**src/hdl/clock_startup_regs.vh**
```
`ifndef CLOCK_STARTUP_REGS_VH
`define CLOCK_STARTUP_REGS_VH
// ----------------------------------------
// Clock select codes
// ----------------------------------------
`define CKS_EXT_CLOCK 4'h0
`define CKS_RESERVED 4'h1
`define CKS_CAL_RC 4'h2
`define CKS_RC_128K 4'h3
`define CKS_LOWFREQ_LO 4'h4
`define CKS_LOWFREQ_HI 4'h5
`define CKS_FULLSWING_LO 4'h6
`define CKS_FULLSWING_HI 4'h7
`define CKS_LOWPOWER_LO 4'h8
// ----------------------------------------
// Source kinds
// ----------------------------------------
`define SRC_EXT 3'h0
`define SRC_RESERVED 3'h1
`define SRC_CAL_RC 3'h2
`define SRC_RC_128K 3'h3
`define SRC_LOWFREQ 3'h4
`define SRC_FULLSWING 3'h5
`define SRC_LOWPOWER 3'h6
// ----------------------------------------
// Factory defaults
// ----------------------------------------
`define DEFAULT_CLOCK_SELECT 4'h2
`define DEFAULT_STARTUP 2'h2
`define DEFAULT_DIV8 1'h0
// ----------------------------------------
// Counts
// ----------------------------------------
`define TOUT_NONE 14'h0000
`define TOUT_SHORT 14'h0200
`define TOUT_LONG 14'h2000
`define CK_258 15'h0102
`define CK_1K 15'h0400
`define CK_16K 15'h4000
`define CK_14 15'h000E
`define DIV8_LAST 3'h7
`endif
```
**src/hdl/clock_source_startup_control.v**
```verilog
`timescale 1ns/1ps
`include "clock_startup_regs.vh"
module clock_source_startup_control (
  // Clock and reset
  input wire sys_clk,
  input wire rst,
  // Fuses, active low when programmed
  input wire [3:0] clockSelectFuses,
  input wire [1:0] startupTimeFuses,
  input wire divideByEightFuse,
  input wire fusesValid,
  // Pins and events
  input wire otherResetActive,
  input wire watchdogOscTick,
  input wire oscTick,
  input wire asyncTimerTick,
  input wire wakeRequest,
  input wire wakeLevelIrq,
  // Sleep control
  input wire sleepActive,
  input wire converterQuiet,
  // Outputs
  output reg internalReset,
  output reg [2:0] sourceKind,
  output reg [2:0] lowPowerRange,
  output reg coreClockEn,
  output reg peripheralClockEn,
  output reg programMemoryClockEn,
  output reg asyncTimerClockEn,
  output reg converterClockEn,
  output reg systemClockTick,
  output reg wakeIrq
);

// ----------------------------------------
// States
// ----------------------------------------
localparam ST_HOLD = 3'h0;
localparam ST_TIMEOUT = 3'h1;
localparam ST_OSC = 3'h2;
localparam ST_RUN = 3'h3;
localparam ST_SLEEP = 3'h4;

// ----------------------------------------
// Input synchronisers
// ----------------------------------------
reg [5:0] sync1_q;
reg [5:0] sync2_q;
wire [5:0] rawIn = {wakeLevelIrq, wakeRequest, asyncTimerTick, oscTick, watchdogOscTick,
  otherResetActive};
always @(posedge sys_clk or posedge rst) begin
  if (rst) begin
    sync1_q <= 6'h00;
    sync2_q <= 6'h00;
  end else begin
    sync1_q <= rawIn;
    sync2_q <= sync1_q;
  end
end
wire otherRst = sync2_q[0];
wire asyncLvl = sync2_q[3];
wire wakeReq = sync2_q[4];
wire wakeLvl = sync2_q[5];

// ----------------------------------------
// Tick edge detect
// ----------------------------------------
reg wdPrev_q;
reg oscPrev_q;
always @(posedge sys_clk or posedge rst) begin
  if (rst) begin
    wdPrev_q <= 1'h0;
    oscPrev_q <= 1'h0;
  end else begin
    wdPrev_q <= sync2_q[1];
    oscPrev_q <= sync2_q[2];
  end
end
wire wdEdge = sync2_q[1] & ~wdPrev_q;
wire oscEdge = sync2_q[2] & ~oscPrev_q;

// ----------------------------------------
// Fuse capture
// ----------------------------------------
reg [3:0] cks_q;
reg [1:0] sut_q;
reg div8_q;
wire fuseLoad = fusesValid && otherRst;
always @(posedge sys_clk or posedge rst) begin
  if (rst) begin
    cks_q <= `DEFAULT_CLOCK_SELECT;
    sut_q <= `DEFAULT_STARTUP;
    div8_q <= `DEFAULT_DIV8;
  end else if (fuseLoad) begin
    cks_q <= clockSelectFuses;
    sut_q <= startupTimeFuses;
    div8_q <= divideByEightFuse;
  end
end

// ----------------------------------------
// Source decode
// ----------------------------------------
reg [2:0] kind;
always @* begin
  case (cks_q)
    `CKS_EXT_CLOCK: kind = `SRC_EXT;
    `CKS_RESERVED: kind = `SRC_RESERVED;
    `CKS_CAL_RC: kind = `SRC_CAL_RC;
    `CKS_RC_128K: kind = `SRC_RC_128K;
    `CKS_LOWFREQ_LO, `CKS_LOWFREQ_HI: kind = `SRC_LOWFREQ;
    `CKS_FULLSWING_LO, `CKS_FULLSWING_HI: kind = `SRC_FULLSWING;
    default: kind = `SRC_LOWPOWER;
  endcase
end

// ----------------------------------------
// Start-up delays
// ----------------------------------------
reg [13:0] toutCycles;
reg [14:0] wakeCycles;
reg lowBit;
always @* begin
  lowBit = cks_q[0];
  toutCycles = `TOUT_NONE;
  wakeCycles = `CK_1K;
  case ({lowBit, sut_q})
    3'h0: begin
      wakeCycles = `CK_258;
      toutCycles = `TOUT_SHORT;
    end
    3'h1: begin
      wakeCycles = `CK_258;
      toutCycles = `TOUT_LONG;
    end
    3'h2: begin
      wakeCycles = `CK_1K;
      toutCycles = `TOUT_NONE;
    end
    3'h3: begin
      wakeCycles = `CK_1K;
      toutCycles = `TOUT_SHORT;
    end
    3'h4: begin
      wakeCycles = `CK_1K;
      toutCycles = `TOUT_LONG;
    end
    3'h5: begin
      wakeCycles = `CK_16K;
      toutCycles = `TOUT_NONE;
    end
    3'h6: begin
      wakeCycles = `CK_16K;
      toutCycles = `TOUT_SHORT;
    end
    default: begin
      wakeCycles = `CK_16K;
      toutCycles = `TOUT_LONG;
    end
  endcase
end

// ----------------------------------------
// Start-up sequencer
// ----------------------------------------
reg [2:0] state_q;
reg [13:0] toutCnt_q;
reg [14:0] oscCnt_q;
reg fromReset_q;
reg levelLost_q;
wire [14:0] oscTarget = fromReset_q ? `CK_14 : wakeCycles;
wire toutDone = toutCnt_q >= toutCycles;
wire oscDone = oscCnt_q >= oscTarget;
always @(posedge sys_clk or posedge rst) begin
  if (rst) begin
    state_q <= ST_HOLD;
    toutCnt_q <= 14'h0000;
    oscCnt_q <= 15'h0000;
    fromReset_q <= 1'h1;
    levelLost_q <= 1'h0;
    wakeIrq <= 1'h0;
  end else begin
    wakeIrq <= 1'h0;
    if (otherRst) begin
      state_q <= ST_HOLD;
      fromReset_q <= 1'h1;
    end else begin
      case (state_q)
        ST_HOLD: begin
          toutCnt_q <= 14'h0000;
          oscCnt_q <= 15'h0000;
          levelLost_q <= 1'h0;
          state_q <= ST_TIMEOUT;
        end
        ST_TIMEOUT: begin
          if (!fromReset_q || toutDone) begin
            state_q <= ST_OSC;
          end else if (wdEdge) begin
            toutCnt_q <= toutCnt_q + 14'h0001;
          end
        end
        ST_OSC: begin
          if (!wakeLvl) levelLost_q <= 1'h1;
          if (oscDone) begin
            state_q <= ST_RUN;
            wakeIrq <= !fromReset_q && wakeLvl && !levelLost_q;
          end else if (oscEdge) begin
            oscCnt_q <= oscCnt_q + 15'h0001;
          end
        end
        ST_RUN: begin
          if (sleepActive) state_q <= ST_SLEEP;
        end
        ST_SLEEP: begin
          if (wakeReq) begin
            fromReset_q <= 1'h0;
            toutCnt_q <= 14'h0000;
            oscCnt_q <= 15'h0000;
            levelLost_q <= 1'h0;
            state_q <= ST_OSC;
          end
        end
        default: state_q <= ST_HOLD;
      endcase
    end
  end
end

// ----------------------------------------
// Clock domain gating terms
// ----------------------------------------
wire inRun = (state_q == ST_RUN);
wire inSleep = (state_q == ST_SLEEP);
wire coreGate = inRun && !converterQuiet;
wire converterGate = inRun || (inSleep && converterQuiet);
wire asyncGate = asyncLvl && !otherRst;

// ----------------------------------------
// System clock divider
// ----------------------------------------
reg [2:0] divCnt_q;
always @(posedge sys_clk or posedge rst) begin
  if (rst) begin
    divCnt_q <= 3'h0;
    systemClockTick <= 1'h0;
  end else if (!inRun) begin
    divCnt_q <= 3'h0;
    systemClockTick <= 1'h0;
  end else if (!div8_q) begin
    if (oscEdge) begin
      divCnt_q <= divCnt_q + 3'h1;
    end
    systemClockTick <= oscEdge && (divCnt_q == `DIV8_LAST);
  end else begin
    systemClockTick <= oscEdge;
  end
end

// ----------------------------------------
// Clock domain enables
// ----------------------------------------
always @(posedge sys_clk or posedge rst) begin
  if (rst) begin
    internalReset <= 1'h1;
    sourceKind <= `SRC_CAL_RC;
    lowPowerRange <= 3'h0;
    coreClockEn <= 1'h0;
    peripheralClockEn <= 1'h0;
    programMemoryClockEn <= 1'h0;
    asyncTimerClockEn <= 1'h0;
    converterClockEn <= 1'h0;
  end else begin
    internalReset <= !inRun && !inSleep;
    sourceKind <= kind;
    lowPowerRange <= (kind == `SRC_LOWPOWER) ? cks_q[3:1] : 3'h0;
    coreClockEn <= coreGate;
    peripheralClockEn <= coreGate;
    programMemoryClockEn <= coreGate;
    asyncTimerClockEn <= asyncGate;
    converterClockEn <= converterGate;
  end
end

endmodule // clock_source_startup_control

```
**config.mk**
```make
export PLATFORM = sky130hd
export DESIGN_NAME = clock_source_startup_control
export DESIGN_NICKNAME = d
export VERILOG_FILES = /design/src/hdl/clock_source_startup_control.v
export VERILOG_INCLUDE_DIRS = /design/src /design/src/hdl
export SDC_FILE = /design/constraint.sdc
export NUM_CORES = 1
export LEC_CHECK = 0
export BUFFER_PORTS_ARGS = -buffer_cell sky130_fd_sc_hd__clkbuf_2
export CELL_PAD_IN_SITES_DETAIL_PLACEMENT = 1
export CELL_PAD_IN_SITES_GLOBAL_PLACEMENT = 1
export CORE_MARGIN = 2
export CORE_UTILIZATION = 45
export DETAILED_ROUTE_END_ITERATION = 16
export GPL_TIMING_DRIVEN = 0
export PLACE_DENSITY_LB_ADDON = 0.1
export SLEW_MARGIN = 20
export SYNTH_ARGS = -nofsm -noshare
export SYNTH_HDL_FRONTEND = slang
export SYNTH_SLANG_ARGS = --single-unit
```
**constraint.sdc**
```tcl
create_clock -name sys_clk -period 6.5 [get_ports sys_clk]
set_input_delay 1.95 -clock sys_clk [delete_from_list [all_inputs] [get_ports sys_clk]]
set_output_delay 1.95 -clock sys_clk [all_outputs]
set_load 0.01 [all_outputs]
```
==> results.toml, run 1 <==
[outcome]
status = "completed"

[grt]
grt_pass1_vias = 2764
antenna_found_initial = 0
gr-usage-all-layers = 0.205
overflow = 0
grt_pass1_wl_mm = 13.4
grt_max_degree = 43

[cts]
cts.sinks = 70
cts.htree.levels = 3
cts-resized-gates = 0
post_cts_buffers = 0
cts_buffers = 9
clk_latency_ns = 0.36
clk_pin_slew_ns = 0.08
cts_tree = "done"
cts_buffer_depth = 2
cts_root_buffer = "clkbuf_8"
holdBufCountCts = 0

[critical_path]
start_kind = "register"
cp_slowest_stage_delay_ns = 0.59
worstReg2RegEnd = "oscCnt_q[14]"
crit_required_ns = 6.79
r2r-start = "sut_q[1]"
worstPathCellList = "clkbuf_1 -> nor2_1 -> mux2_2 -> nand2_1 -> ha_1 -> nand2_1 -> o21ai_0 -> or4b_4 -> or2_0 -> clkbuf_2 -> or4_1 -> a21oi_1"
path_depth = 12
critPathArrivalTime_ns = 3.66
cp_top_family = "simple AND/OR/NAND/NOR gates"
ff2ff_path_depth = 12
worstSetupEndpoint = "oscCnt_q[14]"
ff2ff_setup_slack_ns = 3.12
path_buf_inv = 2
worstPathMaxFanout = 8
slowest_stage = "or4b_4"
startpoint = "sut_q[1]"
endpoint_kind = "register"
worst_path_most_repeated_cell = "nand2_1"
crit_type = "reg -> reg"

[synth]
syn_area_um2 = 3390
syn_inst = 334
synth_top_area_frac = 0.480
syn-num-nets = 365
yosysWarnings = 0
async_flop_share = 1.00
synthTopCellsByArea = "dfrtp_1, ha_1, dfstp_2"
yosysSeqAreaShare = 0.518
syn_area_per_cell_um2 = 10.2
yosys.area.top_type = "dfrtp_1"
ys_seq_elements = 70
synth-main-ff-cell = "dfrtp_1"
synth_edf_count = 0
synth_cell_types = 49

[final_layout]
fin_nets = 408
fillers = 847
mostFrequentLayoutCell = "dfrtp_1"
synthToLayoutAreaGrowth_pct = 15.8
n_antenna_cell = 0
final_cell_mix = "dfrtp_1, nor2_1, clkbuf_2"
stdcell_count = 481
drive_gt1_frac = 0.202

[timing]
grt_setup_unrepaired = "no"
period_share = 0.520
slew_viol_final = 0
tightest_slew_ns = 0.787
maxSlewHeadroom = 0.473
worst_clock_skew_ns = 0.00675
finalHoldViolCount = 0
setup_ws_ns = 3.12
setup_viol = 0
setup_tns_ns = 0
max_freq_ghz = 0.296
layout_min_cycle_time_ns = 3.38
fin_hold_ws_ns = 0.352

[floorplan]
core_area_um2 = 7290
die_width_um = 90.8
io_pins = 32
initial_core_util = 0.465
die_h_um = 90.8
num_rows = 31
dieArea_um2 = 8250

[placement]
placement.io_buffers = 31
gp_congestion = 0.802
dp.cells = 465
place.detailed.hpwl_mm = 5.45
dpl_worst_slack_ns = 3.11

[drt]
routedWlPerCell_um = 15.8
drc = 0
wirelength_mm = 7.62
viasPerCell = 5.49
drt_iter0_drc = 58
vias = 2640
drtPass1Iterations = 4
ant_nets = 0

[power]
p_leak_nw = 1.75
powerDensity_nw_per_um2 = 295
p_total_mw = 1.16
ir_worst_vdd_v = 0.000151

[min_path]
hp-class = "reg -> reg"

[flow_run]
cap_viol_max_count = 0
[power by group]
part	total, mW	switching [mW]	internal, mW
clock	0.406	0.185	0.221
sequential	0.501	0.0273	0.473
combinational	0.253	0.161	0.0920
total	1.16	0.373	0.787
[registers in the layout (all words and copies together), names as in the netlist]
name                  cells
lowPowerRange             3
cks_q                     4
programMemoryClockEn      1
oscCnt_q                 15
sourceKind                3
toutCnt_q                14
systemClockTick           1
oscPrev_q                 1
sync1_q                   6
levelLost_q               1
fromReset_q               1
wakeIrq                   1
internalReset             1
div8_q                    1
converterClockEn          1
divCnt_q                  3
asyncTimerClockEn         1
sut_q                     2
wdPrev_q                  1
state_q                   3
sync2_q                   6
[metal layers]
layer | up-vias | track usage | wire length (um)
met4 | 0 | 0.0934 | 127
met2 | 30 | 0.328 | 3810
met3 | 12 | 0.0401 | 188
met1 | 1331 | 0.269 | 3490
met5 | - | 0 | 0
li1 | 1267 | - | -
[synthesized netlist by cell type, drive strengths merged (3+ instances only)]
cell / instances
dfrtp: 65
nor2: 33
nand2: 26
a21oi: 16
inv: 15
xnor2: 15
clkbuf: 14
ha: 13
nand3: 12
nor3: 12
o21ai: 10
a31oi: 9
mux2: 9
nand4: 9
nor4: 9
dfstp: 5
mux2i: 5
or3: 5
and2: 4
nand2b: 4
nor2b: 4
nor3b: 4
a31o: 3
and3: 3
o21a: 3
or2: 3
or4b: 3
[layout make-up]
type	instances	area, um^2	share of cell area
sequential	70	1760	0.447
multi-input combinational	233	1510	0.384
timing repair buffer	32	183	0.0465
clock buffer	9	124	0.0315
tap	99	124	0.0315
clock inverter	7	104	0.0264
buffer	16	68.8	0.0175
inverter	15	58.8	0.0150
[cell families (layout without fill, tap and decap cells)]
| kind of cell | after synthesis | count (layout) | share of synthesized area |
|---|---|---|---|
| and+or+nand+nor | 138 | 138 | 0.214 |
| xor gates and xnor gates | 15 | 15 | 0.0387 |
| adders and majority gates | 13 | 13 | 0.0480 |
| buffers and inverters | 31 | 79 | 0.0369 |
| DFF | 70 | 70 | 0.518 |
| muxes | 14 | 14 | 0.0446 |
| AOI/OAI and AO/OA | 53 | 53 | 0.0996 |
[stage by stage]
step                utilization  area, um^2
floorplan                     -        3390
global placement          0.503        3670
detailed placement        0.508        3700
CTS                       0.539        3930
global route              0.539        3930
finish                    0.539        3930
[worst min-delay path by stage]
stage	start	end	slack (ns)	depth (start not counted)
3_3_place_gp	sync1_q[5]	sync2_q[5]	0.33	0
3_5_place_dp	sync1_q[1]	sync2_q[1]	0.34	0
6_report	sync1_q[5]	sync2_q[5]	0.35	0
4_1_cts	sync1_q[5]	sync2_q[5]	0.36	0
5_1_grt	sync1_q[5]	sync2_q[5]	0.36	0
2_1_floorplan	sync1_q[0]	sync2_q[0]	0.33	0
Note: power is estimated with default switching activity, not from simulation.
==> run 2: changes to the inputs <==
--- a/config.mk
+++ b/config.mk
@@ -10,7 +10,7 @@
 export CELL_PAD_IN_SITES_DETAIL_PLACEMENT = 1
 export CELL_PAD_IN_SITES_GLOBAL_PLACEMENT = 1
 export CORE_MARGIN = 2
-export CORE_UTILIZATION = 45
+export CORE_UTILIZATION = 42
 export DETAILED_ROUTE_END_ITERATION = 16
 export GPL_TIMING_DRIVEN = 0
 export PLACE_DENSITY_LB_ADDON = 0.1
==> constraint.sdc (replaced) <==
create_clock -name sys_clk -period 3.1 [get_ports sys_clk]
set_input_delay 0.93 -clock sys_clk [delete_from_list [all_inputs] [get_ports sys_clk]]
set_output_delay 0.93 -clock sys_clk [all_outputs]
set_load 0.01 [all_outputs]
==> results.toml, run 2 (synthesis results as in run 1) <==
[cts]
cts.sinks = 70
cts_root_buffer = "clkbuf_8"
cts.htree.levels = 3
clk_pin_slew_ns = 0.09
clk_latency_ns = 0.35
holdBufCountCts = 0
cts_buffer_depth = 2
cts_buffers = 9
cts_tree = "done"

[floorplan]
die_h_um = 93.9
dieArea_um2 = 8810
die_width_um = 93.9
io_pins = 32
num_rows = 32
initial_core_util = 0.437
core_area_um2 = 7770

[min_path]
min_from = "sync1_q[4]"
worstHoldPathCells = 0
hp-class = "reg -> reg"
worstHoldEndpoint = "sync2_q[4]"

[final_layout]
largest_register_ffs = 15
mostFrequentLayoutCell = "dfrtp_1"
drive_gt1_frac = 0.244
synthToLayoutAreaGrowth_pct = 17.7
n_antenna_cell = 0
fin_nets = 411
design_area_um2 = 3990
regArea_um2 = 1760
final_cell_mix = "dfrtp_1, nor2_1, clkbuf_2"
largestRegisters = "oscCnt_q x15, toutCnt_q x14"
largest_register = "oscCnt_q"
fillers = 884
multi_input_area_um2 = 1570

[critical_path]
crit_type = "reg -> reg"
ff2ff_path_depth = 10
start_kind = "register"
endpoint_kind = "register"
crit_required_ns = 3.37
worstReg2RegEnd = "oscCnt_q[14]"
ff2ff_setup_slack_ns = 0.11
critPathArrivalTime_ns = 3.26
r2r-start = "sut_q[1]"
worstPathMaxFanout = 7

[drt]
wl_met3_um = 158
wirelength_mm = 7.72
routed-wl-met2_mm = 3.88
wl_met1_mm = 3.57
drc = 0
highest_layer = "met4"
ant_nets = 0
drtPass1Iterations = 4
routedWlPerCell_um = 15.8
vias = 2609
drt_iter0_drc = 59
viasPerCell = 5.36

[grt]
grt_max_degree = 48
antenna_found_initial = 0
grt_pass1_vias = 2707
gr-usage-all-layers = 0.193
grt_pass1_wl_mm = 13.2
overflow = 0

[placement]
gp_congestion = 0.794
place.detailed.hpwl_mm = 5.48
placement.io_buffers = 31
place_area_um2 = 3700

[timing]
period_share = 0.964
setup_viol = 0
maxSlewHeadroom = 0.570
layout_min_cycle_time_ns = 2.99
fin_hold_ws_ns = 0.350
slew_viol_final = 0
finalHoldViolCount = 0
max_freq_ghz = 0.335
grt_setup_unrepaired = "no"
tightest_slew_ns = 0.646
worst_clock_skew_ns = 0.0115

[power]
ir_worst_vdd_v = 0.000330
p_total_mw = 2.36
powerDensity_nw_per_um2 = 590
p_leak_nw = 1.76

[outcome]
status = "completed"

[flow_run]
cap_viol_max_count = 0
## run 2: cell count changes in the layout (fill, tap and decap cells not counted), sizes merged
cell / delta
inv: -1
buf: +6
bufinv: -1
clkinv: -2
clkbuf: -2
clkinvlp: +3
## run 2: final cells by class
cell class | instances | share of cell area
plain buffers | 13 | 0.0144
clock buffers | 10 | 0.0320
clock inverters | 6 | 0.0175
inverters | 15 | 0.0147
multi-input cells | 233 | 0.392
flip-flops and latches | 70 | 0.440
well taps | 102 | 0.0320
repair buffers | 38 | 0.0570
## run 2: timing repair
item,CTS,global route
setup endpoints to repair,17,8
hold endpoints to repair,0,0
pin swaps,1,4
gates resized for setup,6,9
setup buffers,2,4
## run 2: critical path, stage by stage (launching register included)
cell     delay (ns)
dfstp_2        0.61
nor2_2         0.06
mux2_2         0.27
nand2_2        0.08
ha_1           0.24
nand2_1        0.08
o21ai_2        0.07
or4b_4         0.57
or2_4          0.28
or4_4          0.51
a21oi_2        0.14
## run 2: layer usage
metal | GRT usage | up-vias
met5 | 0 | -
met4 | 0.0688 | 0
met3 | 0.0369 | 8
met2 | 0.313 | 26
met1 | 0.258 | 1304
li1 | - | 1271
## run 2: worst max-delay path by stage
stage	slack (ns)	from	to
6_report	0.11	sut_q[1]	oscCnt_q[14]
5_1_grt	0.002	sut_q[1]	oscCnt_q[14]
4_1_cts	0.02	sut_q[1]	toutCnt_q[7]
3_5_place_dp	-0.31	sut_q[1]	oscCnt_q[14]
3_3_place_gp	-0.51	rst	toutCnt_q[8]
2_1_floorplan	0.04	cks_q[0]	oscCnt_q[14]
## run 2: report_power, final
group / total [mW] / internal (mW) / leakage, nW / switching [mW]
logic: 0.557 / 0.217 / 0.767 / 0.339
registers: 1.05 / 0.994 / 0.901 / 0.0609
clock network: 0.746 / 0.377 / 0.0895 / 0.369
total: 2.36 / 1.59 / 1.76 / 0.769
## run 2: stage by stage
step	utilization	setup slack, ns	cells	TNS [ns]
3_3_place_gp	0.473	-0.509	467	-33.98
5_1_grt	0.514	0.00224	487	0
2_1_floorplan	-	0.0394	334	0
4_1_cts	0.505	0.0173	483	0
3_5_place_dp	0.477	-0.312	468	-2.22
6_report	0.514	0.112	487	0
==> run 3: changes to the inputs <==
--- a/config.mk
+++ b/config.mk
@@ -6,13 +6,16 @@
 export SDC_FILE = /design/constraint.sdc
 export NUM_CORES = 1
 export LEC_CHECK = 0
+export ABC_AREA = 1
 export BUFFER_PORTS_ARGS = -buffer_cell sky130_fd_sc_hd__clkbuf_2
 export CELL_PAD_IN_SITES_DETAIL_PLACEMENT = 1
 export CELL_PAD_IN_SITES_GLOBAL_PLACEMENT = 1
 export CORE_MARGIN = 2
-export CORE_UTILIZATION = 42
+export CORE_UTILIZATION = 41
 export DETAILED_ROUTE_END_ITERATION = 16
+export GPL_ROUTABILITY_DRIVEN = 0
 export GPL_TIMING_DRIVEN = 0
+export HOLD_SLACK_MARGIN = 0.03
 export PLACE_DENSITY_LB_ADDON = 0.1
 export SLEW_MARGIN = 20
 export SYNTH_ARGS = -nofsm -noshare
==> results.toml, run 3 <==
[cts]
cts_root_buffer = "clkbuf_8"
cts-resized-gates = 0
cts_buffer_depth = 2
cts_tree = "done"
cts_buffers = 9
clk_pin_slew_ns = 0.08
cts.htree.levels = 3
post_cts_buffers = 0
clk_latency_ns = 0.36
holdBufCountCts = 0
cts.sinks = 70

[timing]
max_freq_ghz = 0.405
slew_viol_final = 0
maxSlewHeadroom = 0.633
period_share = 0.796
layout_min_cycle_time_ns = 2.47
setup_tns_ns = 0
finalHoldViolCount = 0
grt_setup_unrepaired = "no"
tightest_slew_ns = 0.550
setup_viol = 0
setup_ws_ns = 0.633
worst_clock_skew_ns = 0.00875

[final_layout]
n_antenna_cell = 0
final_cell_mix = "nand2_1, dfrtp_1, nor2_1"
design_area_um2 = 4530
largest_register_ffs = 15
synthToLayoutAreaGrowth_pct = 14.1
mostFrequentLayoutCell = "nand2_1"
drive_gt1_frac = 0.246
largestRegisters = "oscCnt_q x15, toutCnt_q x14"
largest_register = "oscCnt_q"
fin_nets = 554

[min_path]
hp-class = "reg -> reg"

[grt]
grt_pass1_vias = 3358
overflow = 0
grt_max_degree = 43
grt_pass1_wl_mm = 16.3
gr-usage-all-layers = 0.201
antenna_found_initial = 0

[critical_path]
crit_required_ns = 3.35
slowest_stage = "dfstp_2"
critPathArrivalTime_ns = 2.72
cp_slowest_stage_delay_ns = 0.38
path_buf_inv = 5
crit_type = "reg -> reg"
worstPathMaxFanout = 10
cp_top_family = "simple AND/OR/NAND/NOR gates"
worstPathCellList = "inv_1 -> nor2_1 -> o21ai_0 -> o21ai_0 -> ha_1 -> inv_1 -> nor2_1 -> nand3_1 -> inv_1 -> nor2_1 -> nand3_1 -> nand2_1 -> nand2_4 -> inv_4 -> buf_12 -> nand2_2 -> o21ai_2"
start_kind = "register"
endpoint_kind = "register"

[synth]
synthTopCellsByCount = "nand2_1, dfrtp_1, nor2_1"
syn-num-nets = 511
syn_inst = 480
synth_edf_count = 0
syn_area_per_cell_um2 = 8.26
ys_seq_elements = 70
synth_top_area_frac = 0.410
synth_cell_types = 41
synthTopCellsByArea = "dfrtp_1, nand2_1, nor2_1"
yosysWarnings = 0
syn_area_um2 = 3970
synthMostInstantiatedCell = "nand2_1"
async_flop_share = 1.00
yosysSeqAreaShare = 0.443
synth-main-ff-cell = "dfrtp_1"
yosys.area.top_type = "dfrtp_1"

[placement]
place.detailed.hpwl_mm = 6.85
place_area_um2 = 4310
dpl_worst_slack_ns = 0.625
placement.io_buffers = 31

[floorplan]
initial_core_util = 0.425
core_area_um2 = 9330
dieArea_um2 = 10500
die_width_um = 102
num_rows = 35
io_pins = 32
die_h_um = 102

[drt]
drc = 0
vias = 3268
drt_iter0_drc = 102
drtPass1Iterations = 4
viasPerCell = 4.97
wirelength_mm = 9.25
routedWlPerCell_um = 14.1
ant_nets = 0

[outcome]
status = "completed"

[power]
p_leak_nw = 2.16
powerDensity_nw_per_um2 = 563
ir_worst_vdd_v = 0.000294

[flow_run]
cap_viol_max_count = 0
==> run 3: changes by cell type after synthesis, moves of 5 or more <==
cell	change
clkbuf_1	-10
mux2_2	-6
nor4_1	-8
nand2_1	+77
o21ai_2	+24
xor2_1	+8
nor2_1	+25
mux2i_1	-5
a31oi_1	-8
inv_2	+7
nand3_1	+23
nand2_2	+10
inv_1	+42
xnor2_1	-14
==> run 3: report_power, final <==
part	total [mW]	switching [mW]	internal (mW)
logic	0.697	0.470	0.227
registers	1.05	0.0566	0.992
clock network	0.802	0.394	0.408
total	2.55	0.921	1.63
==> run 3: metal layers <==
layer	track usage	vias up	wire, um
met4	0.0595	0	120
met1	0.270	1593	4450
met5	0	-	0
met2	0.325	37	4430
li1	-	1626	-
met3	0.0486	12	251
==> run 3: worst register-to-register path, stage by stage, from the launching register on <==
cell and delay (ns):
dfstp_2 0.38, inv_1 0.11, nor2_1 0.07, o21ai_0 0.19
o21ai_0 0.18, ha_1 0.33, inv_1 0.04, nor2_1 0.19
nand3_1 0.16, inv_1 0.08, nor2_1 0.05, nand3_1 0.06
nand2_1 0.08, nand2_4 0.13, inv_4 0.05, buf_12 0.14
nand2_2 0.07, o21ai_2 0.05
==> run 3: final timing paths <==
check	from	to	slack (ns)	depth (start not counted)
min in group asynchronous	rst	lowPowerRange[0]	0.54	2
max in group asynchronous	rst	fromReset_q	1.97	3
hold reg to reg	sync1_q[0]	sync2_q[0]	0.35	0
setup / recovery	sut_q[1]	toutCnt_q[9]	0.63	17
hold / removal	sync1_q[0]	sync2_q[0]	0.35	0
setup reg to reg	sut_q[1]	toutCnt_q[9]	0.63	17
==> run 3: cell families (layout without fill, tap and decap cells) <==
kind of cell	Yosys count	count (layout)	share of synthesized area
buffers and inverters	78	126	0.0893
muxes	3	3	0.00852
adders and majority gates	13	13	0.0410
xor gates and xnor gates	9	9	0.0199
DFF	70	70	0.443
AOI/OAI and AO/OA	62	62	0.112
and+or+nand+nor	245	245	0.286
==> run 3: area by class of cell <==
cell class,count,area [um^2]
Timing Repair Buffer,32,183
Inverter,66,255
Tap cell,129,161
Multi-Input combinational cell,332,1850
Sequential cell,70,1760
Clock inverter,6,75.1
Buffer,12,101
Fill cell,1142,4800
Clock buffer,10,138
==> run 3: stage by stage <==
stage	power, mW	util	cells	hold slack, ns
finish	2.55	0.485	657	0.353
detailed placement	1.77	0.462	641	0.337
global route	2.71	0.485	657	0.359
floorplan	1.57	-	480	0.331
CTS	2.60	0.485	657	0.356
global placement	1.75	0.459	640	0.332
